<file path="src/logic/ucfg_map.svh">
/*
  Command codes, byte counts, bit positions, reset values and timing counts of the
  configuration register bank. Assumes a single 10 MHz device clock.
*/
`ifndef UCFG_MAP_SVH
`define UCFG_MAP_SVH

// Link command codes.
`define UCFG_CMD_HW_WR      8'hba
`define UCFG_CMD_HW_RD      8'hbb
`define UCFG_CMD_IE_WR      8'hc2
`define UCFG_CMD_IE_RD      8'hc3
`define UCFG_CMD_DMA_WR     8'hf0
`define UCFG_CMD_DMA_RD     8'hf1

// Data bytes per transaction.
`define UCFG_LEN_IE         3'd4
`define UCFG_LEN_HALF       3'd2
`define UCFG_LEN_NONE       3'd0

// Reset values.
`define UCFG_HW_RST         16'h2340
`define UCFG_IE_RST         32'h0000_0000
`define UCFG_DMA_RST        16'h0000

// Hardware configuration bits.
`define UCFG_HW_POWER_OFF   2
`define UCFG_HW_SIG_MODE    1
`define UCFG_HW_POLARITY    0

// Interrupt enable bits.
`define UCFG_IE_EP_LO       8
`define UCFG_IE_EP_HI       23
`define UCFG_IE_RSV_MASK    32'h00ff_ffff

// DMA configuration bits.
`define UCFG_DMA_CNT_END    15
`define UCFG_DMA_SHORT      14
`define UCFG_DMA_EP_LO      4
`define UCFG_DMA_ENABLE     3
`define UCFG_DMA_BURST_LO   0

// Timing.
`define UCFG_CLK_MHZ        10
`define UCFG_IRQ_PULSE_NS   166
`define UCFG_IRQ_PULSE_CYC  ((`UCFG_IRQ_PULSE_NS * `UCFG_CLK_MHZ + 999) / 1000)

// Controller APB register offsets.
`define UCFG_APB_CMD        12'h000
`define UCFG_APB_WDATA      12'h004
`define UCFG_APB_RDATA      12'h008
`define UCFG_APB_STATUS     12'h00c

`endif

</file>
<file path="src/logic/ucfg_pkg.sv">
/*
  Types and the shared command decoder of the configuration register bank.
  Assumes ucfg_map.svh is on the include path.
*/
`include "ucfg_map.svh"

package ucfg_pkg;

  typedef logic [7:0]  ucfg_byte_t;
  typedef logic [15:0] ucfg_ep_vec_t;
  typedef logic [15:0] ucfg_half_t;

  typedef enum logic [2:0] {
    UCFG_IDLE    = 3'b000,
    UCFG_WRITE   = 3'b001,
    UCFG_RD_REQ  = 3'b010,
    UCFG_RD_WAIT = 3'b011
  } ucfg_state_t;

  // Number of data bytes that follow a command code.
  function automatic logic [2:0] ucfg_cmd_len(input logic [7:0] code);
    case (code)
      `UCFG_CMD_IE_WR, `UCFG_CMD_IE_RD: ucfg_cmd_len = `UCFG_LEN_IE;
      `UCFG_CMD_HW_WR, `UCFG_CMD_HW_RD,
      `UCFG_CMD_DMA_WR, `UCFG_CMD_DMA_RD: ucfg_cmd_len = `UCFG_LEN_HALF;
      default: ucfg_cmd_len = `UCFG_LEN_NONE;
    endcase
  endfunction : ucfg_cmd_len

endpackage : ucfg_pkg

</file>
<file path="src/logic/ucfg_if.sv">
/*
  Byte-wide command link between the controller and the configuration bank.
  Assumes both ends run on the same clock.
*/
`timescale 1ns/1ps

interface ucfg_if;
  logic       cmd_strobe;
  logic       wr_strobe;
  logic       rd_strobe;
  logic [7:0] host_data;
  logic [7:0] dev_data;
  logic       dev_valid;
  logic       irq_pin;
  logic       suspend_pin;

  modport dev (
    input  cmd_strobe, wr_strobe, rd_strobe, host_data,
    output dev_data, dev_valid, irq_pin, suspend_pin
  );

  modport ctl (
    output cmd_strobe, wr_strobe, rd_strobe, host_data,
    input  dev_data, dev_valid, irq_pin, suspend_pin
  );
endinterface : ucfg_if

</file>
<file path="src/logic/ucfg_device.sv">
/*
  Configuration register bank of the USB peripheral: hardware configuration,
  interrupt enable and DMA configuration words, interrupt pin and DMA control.
  Assumes the link and all event inputs are synchronous to REF_CLK.
*/
`timescale 1ns/1ps
`include "ucfg_map.svh"

module ucfg_device (
  input  wire logic                  REF_CLK,
  input  wire logic                  RST_N,
  ucfg_if.dev                        LINK,
  input  wire ucfg_pkg::ucfg_ep_vec_t EP_EVENT,
  input  wire logic                  PSEUDO_FRAME,
  input  wire logic                  FRAME_START,
  input  wire logic                  SUSPEND_STATE,
  input  wire logic                  RESUME_EVENT,
  input  wire logic                  BUS_RESET,
  input  wire logic                  IRQ_ACK,
  input  wire ucfg_pkg::ucfg_half_t  DMA_COUNT_LOAD,
  input  wire logic                  DMA_BYTE_DONE,
  input  wire logic                  SHORT_PACKET,
  input  wire logic                  EP_IS_OUT,
  output logic                       DMA_ACTIVE,
  output logic [3:0]                 DMA_ENDPOINT,
  output logic [4:0]                 DMA_BURST_BYTES,
  output logic [15:0]                DMA_COUNT,
  output logic                       TRANSFER_END
);
  import ucfg_pkg::*;

  localparam logic [1:0] PULSE_CYC = 2'(`UCFG_IRQ_PULSE_CYC);

  logic [15:0] hw_cfg;
  logic [31:0] int_en;
  logic [15:0] dma_cfg;
  logic [7:0]  cur_cmd;
  logic [2:0]  byte_idx;
  logic [31:0] stage;
  logic [31:0] next_stage;
  logic [2:0]  cur_len;
  logic        last_byte;
  logic        commit_hw;
  logic        commit_ie;
  logic        commit_dma;
  logic        dma_on;
  logic        dma_start;
  logic        dma_stop;
  logic        count_end;
  logic        short_end;
  logic        eot_event;
  logic        susp_q;
  logic [23:0] events;
  logic        irq_hit;
  logic        pending;
  logic [1:0]  pulse_cnt;
  logic        next_active;
  logic [31:0] rd_word;

  // Word selected by a read command, zero for anything else.
  function automatic logic [31:0] read_word(input logic [7:0] code,
                                            input logic [15:0] hw,
                                            input logic [31:0] ie,
                                            input logic [15:0] dma);
    case (code)
      `UCFG_CMD_HW_RD:  read_word = {16'h0000, hw};
      `UCFG_CMD_IE_RD:  read_word = ie;
      `UCFG_CMD_DMA_RD: read_word = {16'h0000, dma};
      default:          read_word = 32'h0000_0000;
    endcase
  endfunction : read_word

  assign cur_len   = ucfg_cmd_len(cur_cmd);
  assign last_byte = LINK.wr_strobe && (cur_len != 3'd0) && (byte_idx == cur_len - 3'd1);

  // Data bytes arrive least significant first.
  always_comb begin
    next_stage = stage;
    next_stage[{byte_idx[1:0], 3'b000} +: 8] = LINK.host_data;
  end

  assign commit_hw  = last_byte && (cur_cmd == `UCFG_CMD_HW_WR);
  assign commit_ie  = last_byte && (cur_cmd == `UCFG_CMD_IE_WR);
  assign commit_dma = last_byte && (cur_cmd == `UCFG_CMD_DMA_WR);

  // Command and byte sequencing on the link.
  always_ff @(posedge REF_CLK) begin
    if (!RST_N) begin
      cur_cmd  <= 8'h00;
      byte_idx <= 3'd0;
      stage    <= 32'h0000_0000;
    end else if (LINK.cmd_strobe) begin
      cur_cmd  <= LINK.host_data;
      byte_idx <= 3'd0;
      stage    <= 32'h0000_0000;
    end else if ((LINK.wr_strobe || LINK.rd_strobe) && (byte_idx < cur_len)) begin
      byte_idx <= byte_idx + 3'd1;
      if (LINK.wr_strobe) begin
        stage <= next_stage;
      end
    end
  end

  assign rd_word = read_word(cur_cmd, hw_cfg, int_en, dma_cfg);

  // Read bytes are answered on the cycle after the request.
  always_ff @(posedge REF_CLK) begin
    if (!RST_N) begin
      LINK.dev_data  <= 8'h00;
      LINK.dev_valid <= 1'b0;
    end else begin
      LINK.dev_valid <= LINK.rd_strobe;
      if (LINK.rd_strobe) begin
        LINK.dev_data <= rd_word[{byte_idx[1:0], 3'b000} +: 8];
      end
    end
  end

  // Hardware configuration keeps its value through a bus reset.
  always_ff @(posedge REF_CLK) begin
    if (!RST_N) begin
      hw_cfg <= `UCFG_HW_RST;
    end else if (commit_hw) begin
      hw_cfg <= next_stage[15:0];
    end
  end

  // Interrupt enable word is untouched by a bus reset.
  always_ff @(posedge REF_CLK) begin
    if (!RST_N) begin
      int_en <= `UCFG_IE_RST;
    end else if (commit_ie) begin
      int_en <= next_stage;
    end
  end

  assign dma_on    = dma_cfg[`UCFG_DMA_ENABLE];
  assign dma_start = commit_dma && next_stage[`UCFG_DMA_ENABLE] && !dma_on;
  assign dma_stop  = commit_dma && !next_stage[`UCFG_DMA_ENABLE] && dma_on;
  assign count_end = dma_on && dma_cfg[`UCFG_DMA_CNT_END] && DMA_BYTE_DONE
                     && (DMA_COUNT == 16'h0001);
  assign short_end = dma_on && dma_cfg[`UCFG_DMA_SHORT] && SHORT_PACKET
                     && EP_IS_OUT;
  assign eot_event = dma_stop || count_end || short_end;

  // DMA configuration; bus reset clears only the enable bit.
  always_ff @(posedge REF_CLK) begin
    if (!RST_N) begin
      dma_cfg <= `UCFG_DMA_RST;
    end else begin
      if (commit_dma) begin
        dma_cfg <= next_stage[15:0];
      end
      if (BUS_RESET || count_end || short_end) begin
        dma_cfg[`UCFG_DMA_ENABLE] <= 1'b0;
      end
    end
  end

  // Internal byte counter reloaded on each enable.
  always_ff @(posedge REF_CLK) begin
    if (!RST_N) begin
      DMA_COUNT <= 16'h0000;
    end else if (dma_start) begin
      DMA_COUNT <= DMA_COUNT_LOAD;
    end else if (dma_on && DMA_BYTE_DONE && (DMA_COUNT != 16'h0000)) begin
      DMA_COUNT <= DMA_COUNT - 16'h0001;
    end
  end

  // DMA control outputs.
  always_ff @(posedge REF_CLK) begin
    if (!RST_N) begin
      DMA_ACTIVE      <= 1'b0;
      DMA_ENDPOINT    <= 4'h0;
      DMA_BURST_BYTES <= 5'h01;
      TRANSFER_END    <= 1'b0;
    end else begin
      DMA_ACTIVE   <= dma_on;
      DMA_ENDPOINT <= dma_cfg[`UCFG_DMA_EP_LO +: 4];
      case (dma_cfg[`UCFG_DMA_BURST_LO +: 2])
        2'b00:   DMA_BURST_BYTES <= 5'h01;
        2'b01:   DMA_BURST_BYTES <= 5'h04;
        2'b10:   DMA_BURST_BYTES <= 5'h08;
        default: DMA_BURST_BYTES <= 5'h10;
      endcase
      TRANSFER_END <= eot_event;
    end
  end

  // Edge detector for entry into suspend.
  always_ff @(posedge REF_CLK) begin
    if (!RST_N) begin
      susp_q <= 1'b0;
    end else begin
      susp_q <= SUSPEND_STATE;
    end
  end

  // Event vector lines up with the enable word bits 23 to 0.
  assign events = {EP_EVENT,
                   2'b00,
                   PSEUDO_FRAME,
                   FRAME_START,
                   eot_event,
                   SUSPEND_STATE && !susp_q,
                   RESUME_EVENT,
                   BUS_RESET};
  assign irq_hit = |(events & int_en[23:0]);

  // Level mode request; a new event wins over an acknowledge.
  always_ff @(posedge REF_CLK) begin
    if (!RST_N) begin
      pending <= 1'b0;
    end else if (irq_hit) begin
      pending <= 1'b1;
    end else if (IRQ_ACK) begin
      pending <= 1'b0;
    end
  end

  // Pulse mode timer, one pulse per event seen while the timer is idle; events during a pulse are dropped.
  always_ff @(posedge REF_CLK) begin
    if (!RST_N) begin
      pulse_cnt <= 2'd0;
    end else if (irq_hit && (pulse_cnt == 2'd0)) begin
      pulse_cnt <= PULSE_CYC;
    end else if (pulse_cnt != 2'd0) begin
      pulse_cnt <= pulse_cnt - 2'd1;
    end
  end

  always_comb begin
    if (hw_cfg[`UCFG_HW_SIG_MODE]) begin
      next_active = (pulse_cnt > 2'd1) || (irq_hit && (pulse_cnt == 2'd0));
    end else begin
      next_active = pending || irq_hit;
    end
  end

  // Interrupt and suspend pins.
  always_ff @(posedge REF_CLK) begin
    if (!RST_N) begin
      LINK.irq_pin     <= 1'b1;
      LINK.suspend_pin <= 1'b0;
    end else begin
      LINK.irq_pin     <= hw_cfg[`UCFG_HW_POLARITY] ? next_active : !next_active;
      LINK.suspend_pin <= hw_cfg[`UCFG_HW_POWER_OFF] && SUSPEND_STATE;
    end
  end

endmodule : ucfg_device

</file>
<file path="src/flat_wrapper.sv">
// flat-port wrapper written by rule: the top's interface ports become plain ports
module ucfg_device_flat import ucfg_pkg::*;
  (REF_CLK, RST_N, EP_EVENT, PSEUDO_FRAME, FRAME_START, SUSPEND_STATE, RESUME_EVENT, BUS_RESET, IRQ_ACK, DMA_COUNT_LOAD, DMA_BYTE_DONE, SHORT_PACKET, EP_IS_OUT, DMA_ACTIVE, DMA_ENDPOINT, DMA_BURST_BYTES, DMA_COUNT, TRANSFER_END, LINK_cmd_strobe, LINK_wr_strobe, LINK_rd_strobe, LINK_host_data, LINK_dev_data, LINK_dev_valid, LINK_irq_pin, LINK_suspend_pin);
  ucfg_if LINK_i ();
  input  wire logic REF_CLK;
  input  wire logic RST_N;
  input  wire ucfg_pkg::ucfg_ep_vec_t EP_EVENT;
  input  wire logic PSEUDO_FRAME;
  input  wire logic FRAME_START;
  input  wire logic SUSPEND_STATE;
  input  wire logic RESUME_EVENT;
  input  wire logic BUS_RESET;
  input  wire logic IRQ_ACK;
  input  wire ucfg_pkg::ucfg_half_t DMA_COUNT_LOAD;
  input  wire logic DMA_BYTE_DONE;
  input  wire logic SHORT_PACKET;
  input  wire logic EP_IS_OUT;
  output logic DMA_ACTIVE;
  output logic [3:0] DMA_ENDPOINT;
  output logic [4:0] DMA_BURST_BYTES;
  output logic [15:0] DMA_COUNT;
  output logic TRANSFER_END;
  input wire logic [$bits(LINK_i.cmd_strobe)-1:0] LINK_cmd_strobe;
  input wire logic [$bits(LINK_i.wr_strobe)-1:0] LINK_wr_strobe;
  input wire logic [$bits(LINK_i.rd_strobe)-1:0] LINK_rd_strobe;
  input wire logic [$bits(LINK_i.host_data)-1:0] LINK_host_data;
  output wire logic [$bits(LINK_i.dev_data)-1:0] LINK_dev_data;
  output wire logic [$bits(LINK_i.dev_valid)-1:0] LINK_dev_valid;
  output wire logic [$bits(LINK_i.irq_pin)-1:0] LINK_irq_pin;
  output wire logic [$bits(LINK_i.suspend_pin)-1:0] LINK_suspend_pin;
  assign LINK_i.cmd_strobe = LINK_cmd_strobe;
  assign LINK_i.wr_strobe = LINK_wr_strobe;
  assign LINK_i.rd_strobe = LINK_rd_strobe;
  assign LINK_i.host_data = LINK_host_data;
  assign LINK_dev_data = LINK_i.dev_data;
  assign LINK_dev_valid = LINK_i.dev_valid;
  assign LINK_irq_pin = LINK_i.irq_pin;
  assign LINK_suspend_pin = LINK_i.suspend_pin;
  ucfg_device u_core (.REF_CLK(REF_CLK), .RST_N(RST_N), .LINK(LINK_i), .EP_EVENT(EP_EVENT), .PSEUDO_FRAME(PSEUDO_FRAME), .FRAME_START(FRAME_START), .SUSPEND_STATE(SUSPEND_STATE), .RESUME_EVENT(RESUME_EVENT), .BUS_RESET(BUS_RESET), .IRQ_ACK(IRQ_ACK), .DMA_COUNT_LOAD(DMA_COUNT_LOAD), .DMA_BYTE_DONE(DMA_BYTE_DONE), .SHORT_PACKET(SHORT_PACKET), .EP_IS_OUT(EP_IS_OUT), .DMA_ACTIVE(DMA_ACTIVE), .DMA_ENDPOINT(DMA_ENDPOINT), .DMA_BURST_BYTES(DMA_BURST_BYTES), .DMA_COUNT(DMA_COUNT), .TRANSFER_END(TRANSFER_END));
endmodule
</file>
<file path="config.mk">
export PLATFORM = sky130hd
export DESIGN_NAME = ucfg_device_flat
export DESIGN_NICKNAME = d
export VERILOG_FILES = /design/src/logic/ucfg_pkg.sv /design/src/logic/ucfg_if.sv /design/src/logic/ucfg_device.sv /design/src/flat_wrapper.sv
export VERILOG_INCLUDE_DIRS = /design/src /design/src/logic
export SDC_FILE = /design/constraint.sdc
export NUM_CORES = 1
export LEC_CHECK = 0
export ABC_AREA = 1
export BUFFER_PORTS_ARGS = -buffer_cell sky130_fd_sc_hd__buf_2
export CAP_MARGIN = 20
export CORE_ASPECT_RATIO = 1.25
export CORE_MARGIN = 8
export CORE_UTILIZATION = 31
export CTS_CLUSTER_DIAMETER = 120
export DETAILED_ROUTE_END_ITERATION = 16
export GPL_TIMING_DRIVEN = 0
export SETUP_SLACK_MARGIN = 0.02
export SLEW_MARGIN = 5
export SYNTH_ARGS = -nofsm -noshare
export SYNTH_HDL_FRONTEND = slang
export SYNTH_SLANG_ARGS = --single-unit
</file>
<file path="constraint.sdc">
create_clock -name REF_CLK -period 2.6 [get_ports REF_CLK]
set_clock_uncertainty 0.05 [all_clocks]
set_input_delay 0.52 -clock REF_CLK [delete_from_list [all_inputs] [get_ports REF_CLK]]
set_output_delay 0.52 -clock REF_CLK [all_outputs]
set_load 0.02 [all_outputs]
</file>
==> results of run 1 <==
-- layer usage --
layer	vias to the layer above	share of wire, %
met2	262	49
met1	3370	41
li1	3475	-
met3	53	6.6
met5	-	0
met4	0	4.0
-- cell type report --
class / count / area, um^2 / share of cell area, %
Timing Repair Buffer: 117 / 704 / 7.77
Clock inverter: 12 / 176 / 1.95
Sequential cell: 148 / 2980 / 32.9
Clock buffer: 20 / 457 / 5.04
Multi-Input combinational cell: 640 / 3630 / 40.0
Buffer: 50 / 334 / 3.68
Inverter: 111 / 433 / 4.77
Tap cell: 283 / 354 / 3.90
-- cells in the mapped netlist, drive strengths merged, types with 2 or more instances --
library cell,instances,area [um^2]
nand2,164,626
dfxtp,148,2960
inv,111,417
o21ai,109,546
nor2,103,405
a21oi,97,485
clkbuf,34,128
o22ai,29,181
nand3,25,138
nand4,21,131
a211oi,20,150
buf,18,106
nor4,13,81.3
ha,10,125
nor3,8,50.1
a31oi,7,43.8
xor2,6,52.6
o211ai,5,37.5
o221ai,4,35.0
a32oi,3,26.3
o21a,3,22.5
nor3b,2,15.0
o2111ai,2,17.5
xnor2,2,17.5
-- power groups by stage --
stage	combinational, mW	clock (mW)	sequential (mW)
finish	0.249	2.68	2.30
global placement	0.213	0	2.34
CTS	0.223	2.70	2.30
global route	0.268	2.78	2.30
floorplan	0.0952	0	2.35
detailed placement	0.213	0	2.34
-- registers in the layout (all words and copies together), names as in the netlist, 2 cells and up --
register / cells
u_core.DMA_BURST_BYTES: 4
u_core.DMA_COUNT: 16
u_core.DMA_ENDPOINT: 4
u_core.LINK.dev_data: 8
u_core.byte_idx: 3
u_core.cur_cmd: 8
u_core.dma_cfg: 16
u_core.hw_cfg: 16
u_core.int_en: 32
u_core.pulse_cnt: 2
u_core.stage: 32
-- worst max-delay path, cell delays in order, from the launching register on --
cell,delay [ns]
dfxtp_4,0.38
nand2_4,0.07
nor2_4,0.13
nand2_2,0.08
nor3_4,0.26
nor3_4,0.06
ha_2,0.19
inv_2,0.06
o21ai_2,0.05
ha_1,0.30
a21oi_2,0.13
o21a_2,0.19
nand2_4,0.07
buf_8,0.14
clkinvlp_4,0.15
buf_4,0.14
a21oi_2,0.05
-- worst paths after layout --
kind | startpoint | end | slack, ns | cells after the start
hold / removal | BUS_RESET | u_core.dma_cfg[3]$_SDFFE_PP0N_ | 0.23 | 2
setup reg to reg | u_core.cur_cmd[4]$_SDFFE_PN0P_ | u_core.stage[3]$_SDFFE_PP0P_ | 0.0002 | 16
hold reg to reg | u_core.stage[2]$_SDFFE_PP0P_ | u_core.stage[2]$_SDFFE_PP0P_ | 0.41 | 2
setup / recovery | u_core.cur_cmd[4]$_SDFFE_PN0P_ | u_core.stage[3]$_SDFFE_PP0P_ | 0.0002 | 16
-- metrics by stage --
step           hold WS (ns)  worst slack (ns)  power [mW]  util (%)  area (um^2)
2_1_floorplan         0.367           -0.0621        2.45         -         6900
3_3_place_gp          0.389            -0.656        2.56      35.1         7700
3_5_place_dp          0.389            -0.700        2.56      35.1         7700
4_1_cts               0.221            0.0245        5.22      39.0         8580
5_1_grt               0.232            -0.109        5.35      41.3         9070
6_report              0.235          0.000166        5.23      41.3         9070
-- logic make-up after synthesis --
group                    Yosys count
other                              1
buffers and inverters            163
XOR/XNOR                           8
AND/OR/NAND/NOR                  339
adder cells (fa/ha/maj)           10
flip-flops                       148
AO/OA/AOI/OAI                    282
-- timing repair --
item                                    CTS  global route
cloned                                    1             2
pin swaps                                10            25
setup buffers                            13            11
resized for setup                        46           160
endpoints found under the setup margin  118           115
==> run metrics, run 1 <==
drt first pass iters 5; Initial Util 31.2%; crit end category flip-flop; Die ar. 27200 um^2; Data required, critical path 2.86 ns; port buffer count 90; H-tree levels 4; RSZ-0062 raised after global routing yes; Clk pwr share 51.2%; Setup TNS 0 ns; initial antenna violation count 0; Max IR drop VDD 0.000555 V; DR vias 7160; Final ANT Viol Nets 0; Cell variety after synth 42; clock sinks 148; global routing usage on met2 30.2%; commonest non-fill, non-tap cells in the layout nand2_1, dfxtp_1, inv_1; die width 149 um; DRC 0; fin. max-slew vios 0; async set-reset flop share out of synthesis 0%; row count 61; met3 usage 3.42%; P_int 4.02 mW; syn nets 1015; HP Class primary input to flip-flop; die span in y 182 um; wirelength, routed 24.9 mm; Logic pwr share 4.8%; number of fill cells 2282; Worst EP arrival 2.86 ns; fin crit period 2.60 ns; Synth warnings 0; CTS tree yes; vias in the first global route 6937; prevailing post-synth register cell dfxtp_1; maximum clock frequency 0.385 GHz; total gr overflow 0; Flop pwr share 44.0%; Post-synth EDFFs 0; Area Overhead vs Synth 32.3%; syn_area_per_cell 7.21 um^2; GRT Overall Usage 18.0%; Synth Area in Simple Gates 21.4%; sw frac 23.0%; Slew HR 46.5%; post-detailed-route via-to-cell ratio 5.18; placer congestion estimate 0.924; worst slew pin tran 0.802 ns; detailed placement HPWL 18.5 mm; Final Hold Viols 0; post-route clock period utilization 100%; power per cell area 576 nW/um^2; crit path kind flip-flop to flip-flop; Final #Nets 1149; Mapped Area 6860 um^2; CP Max Fanout 7; largest family of logic cells by synthesized area compound AO/OA/AOI/OAI gates; Post-Syn Instances 951; initial DRC count 612; Leak 3.70 nW; NetSw 1.20 mW; routed len/inst 18.0 um; Core Area 22000 um^2; dpl cells 1324; Yosys reg bits 148; Worst Setup Start Kind flip-flop; Clock Latency Late Sink 0.43 ns; Post-Synth XOR/XNOR Area 1.02%; largest net degree at the start of global routing 18; commonest non-fill, non-tap cell in the layout nand2_1; status completed; io pins 92; global-route wire length before repair 37.9 mm; Adder-Cell Fraction of Synth Area 1.83%; Post-CTS Hold Buffers 0; Max-Cap Viols 0; # diodes 0; CTS Root Cell clkbuf_16; met1 usage 21.2%; Final Non-Filler Cells 1381; mux contribution to synthesized area 0%; post-synthesis compound-gate area fraction 23.0%; Num CTS Buffers 17; share of cells above drive strength 1 26.0%; clock tree buffer depth 2; clk slew on worst S/H paths 0.06 ns; # setup viols final 0; busiest grt layer met2; Seq/Total Area, Yosys 43.2%
Power figures use the tool's default switching activity.
==> run 2: changes to the inputs <==
--- a/config.mk
+++ b/config.mk
@@ -15,6 +15,7 @@
 export CTS_CLUSTER_DIAMETER = 120
 export DETAILED_ROUTE_END_ITERATION = 16
 export GPL_TIMING_DRIVEN = 0
+export MAX_ROUTING_LAYER = met4
 export SETUP_SLACK_MARGIN = 0.02
 export SLEW_MARGIN = 5
 export SYNTH_ARGS = -nofsm -noshare
==> constraint.sdc (replaced) <==
create_clock -name REF_CLK -period 2.1 [get_ports REF_CLK]
set_clock_uncertainty 0.05 [all_clocks]
set_input_delay 0.42 -clock REF_CLK [delete_from_list [all_inputs] [get_ports REF_CLK]]
set_output_delay 0.42 -clock REF_CLK [all_outputs]
set_load 0.02 [all_outputs]
==> run metrics, run 2 (synthesis results as in run 1) <==
status finished with violations; failing checks setup timing; DR vias 7312; initial antenna violation count 0; commonest non-fill, non-tap cells in the layout dfxtp_1, nand2_1, inv_1; Worst Setup Start Kind flip-flop; Setup TNS -58.93 ns; slack of the critical path -0.639 ns; area of the multi-input gates 3980 um^2; post-route clock period utilization 130%; CP Max Fanout 6; Area Overhead vs Synth 43.5%; number of fill cells 2206; CTS Root Cell clkbuf_16; total gr overflow 0; die span in y 182 um; # diodes 0; Initial Util 31.2%; worst slew pin tran 0.884 ns; drt first pass iters 5; pre-CTS WS -1.18 ns; power per cell area 626 nW/um^2; # setup viols final 119; Final ANT Viol Nets 0; Clock Latency Late Sink 0.43 ns; Leak 3.91 nW; Max-Cap Viols 0; biggest regs u_core.int_en x32, u_core.stage x32; initial DRC count 617; maximum clock frequency 0.365 GHz; share of cells above drive strength 1 31.7%; Max IR drop VDD 0.000732 V; Die ar. 27200 um^2; crit path kind flip-flop to flip-flop; commonest non-fill, non-tap cell in the layout dfxtp_1; Data required, critical path 2.38 ns; Final #Nets 1173; Num CTS Buffers 17; FF+latch area 2970 um^2; fin crit period 2.74 ns; H-tree levels 4; row count 61; GRT Overall Usage 19.2%; crit end category flip-flop; placer congestion estimate 0.908; post-detailed-route via-to-cell ratio 5.20; post-route core utilization 44.7%; vias in the first global route 7126; io pins 92; fin. max-slew vios 0; Final Hold Viols 0; clk slew on worst S/H paths 0.06 ns; routed len/inst 18.6 um; RSZ-0062 raised after global routing yes; Pwr Total 6.15 mW; DRC 0; clock sinks 148; global-route wire length before repair 39.4 mm; Worst EP arrival 3.02 ns; Slew HR 41.1%; largest net degree at the start of global routing 17; HP Class primary input to flip-flop; clock tree buffer depth 2; detailed placement HPWL 18.5 mm; wirelength, routed 26.1 mm; port buffer count 90; CTS tree yes; die width 149 um; Core Area 22000 um^2
## run 2: stage by stage
stage / hold slack [ns] / area [um^2] / instances
2_1_floorplan: 0.367 / 7090 / 951
3_5_place_dp: 0.386 / 7890 / 1324
4_1_cts: 0.153 / 9300 / 1388
3_3_place_gp: 0.386 / 7890 / 1324
6_report: 0.164 / 9830 / 1405
5_1_grt: 0.172 / 9830 / 1405
## run 2: metal layers
layer  global-route usage, %  up-vias  part of all wire [%]  wire (um)
met1                    21.7     3424                    41      10600
met4                    11.0        0                   4.7       1230
met5                       -        -                     0          0
met3                    3.17       74                   5.9       1540
met2                    31.7      278                    49      12700
li1                        -     3536                     -          -
## run 2: final timing paths
kind                                                     start                                end  slack [ns]  cells past startpoint
worst max-delay path            u_core.cur_cmd[7]$_SDFFE_PN0P_      u_core.stage[13]$_SDFFE_PP0P_       -0.64                     18
worst max register to register  u_core.cur_cmd[7]$_SDFFE_PN0P_      u_core.stage[13]$_SDFFE_PP0P_       -0.64                     18
worst min register to register  u_core.dma_cfg[4]$_SDFFE_PN0N_  u_core.DMA_ENDPOINT[0]$_SDFF_PN0_        0.40                      2
worst min-delay path                             SUSPEND_STATE           u_core.susp_q$_SDFF_PN0_        0.16                      3
## run 2: area by class of cell
type                       instances  share of cell area [%]
timing repair inverter             1                   0.115
clock inverter                     9                    1.07
inverter                         111                    4.54
buffer                            51                    4.50
sequential                       148                    30.2
clock buffer                      23                    4.66
timing repair buffer             139                    10.8
multi-input combinational        640                    40.5
tap                              283                    3.60
## run 2: where the power goes
group	internal [mW]	switching (mW)
Clock	1.78	1.22
Combinational	0.0963	0.217
Sequential	2.83	0.0149
Total	4.70	1.45
## run 2: critical path, cell delays in order (launching register included)
cell	delay, ns
dfxtp_2	0.35
nand2_4	0.07
nor3_4	0.16
nand2_2	0.11
nor2_4	0.14
buf_6	0.13
buf_8	0.13
nor2_4	0.05
ha_4	0.17
inv_4	0.05
o21ai_2	0.05
ha_1	0.29
a21oi_2	0.14
o21a_2	0.18
nand2_4	0.07
clkbuf_16	0.17
clkbuf_16	0.16
o21ai_2	0.13
a21oi_2	0.04
## run 2: what timing repair did
action | CTS | global route
pin swaps | 26 | 30
hold buffers | 0 | 0
cloned | 10 | 1
gates resized for setup | 130 | 112
endpoints found under the hold margin | 0 | 0
setup endpoints to repair | 121 | 123
setup buffers | 23 | 17
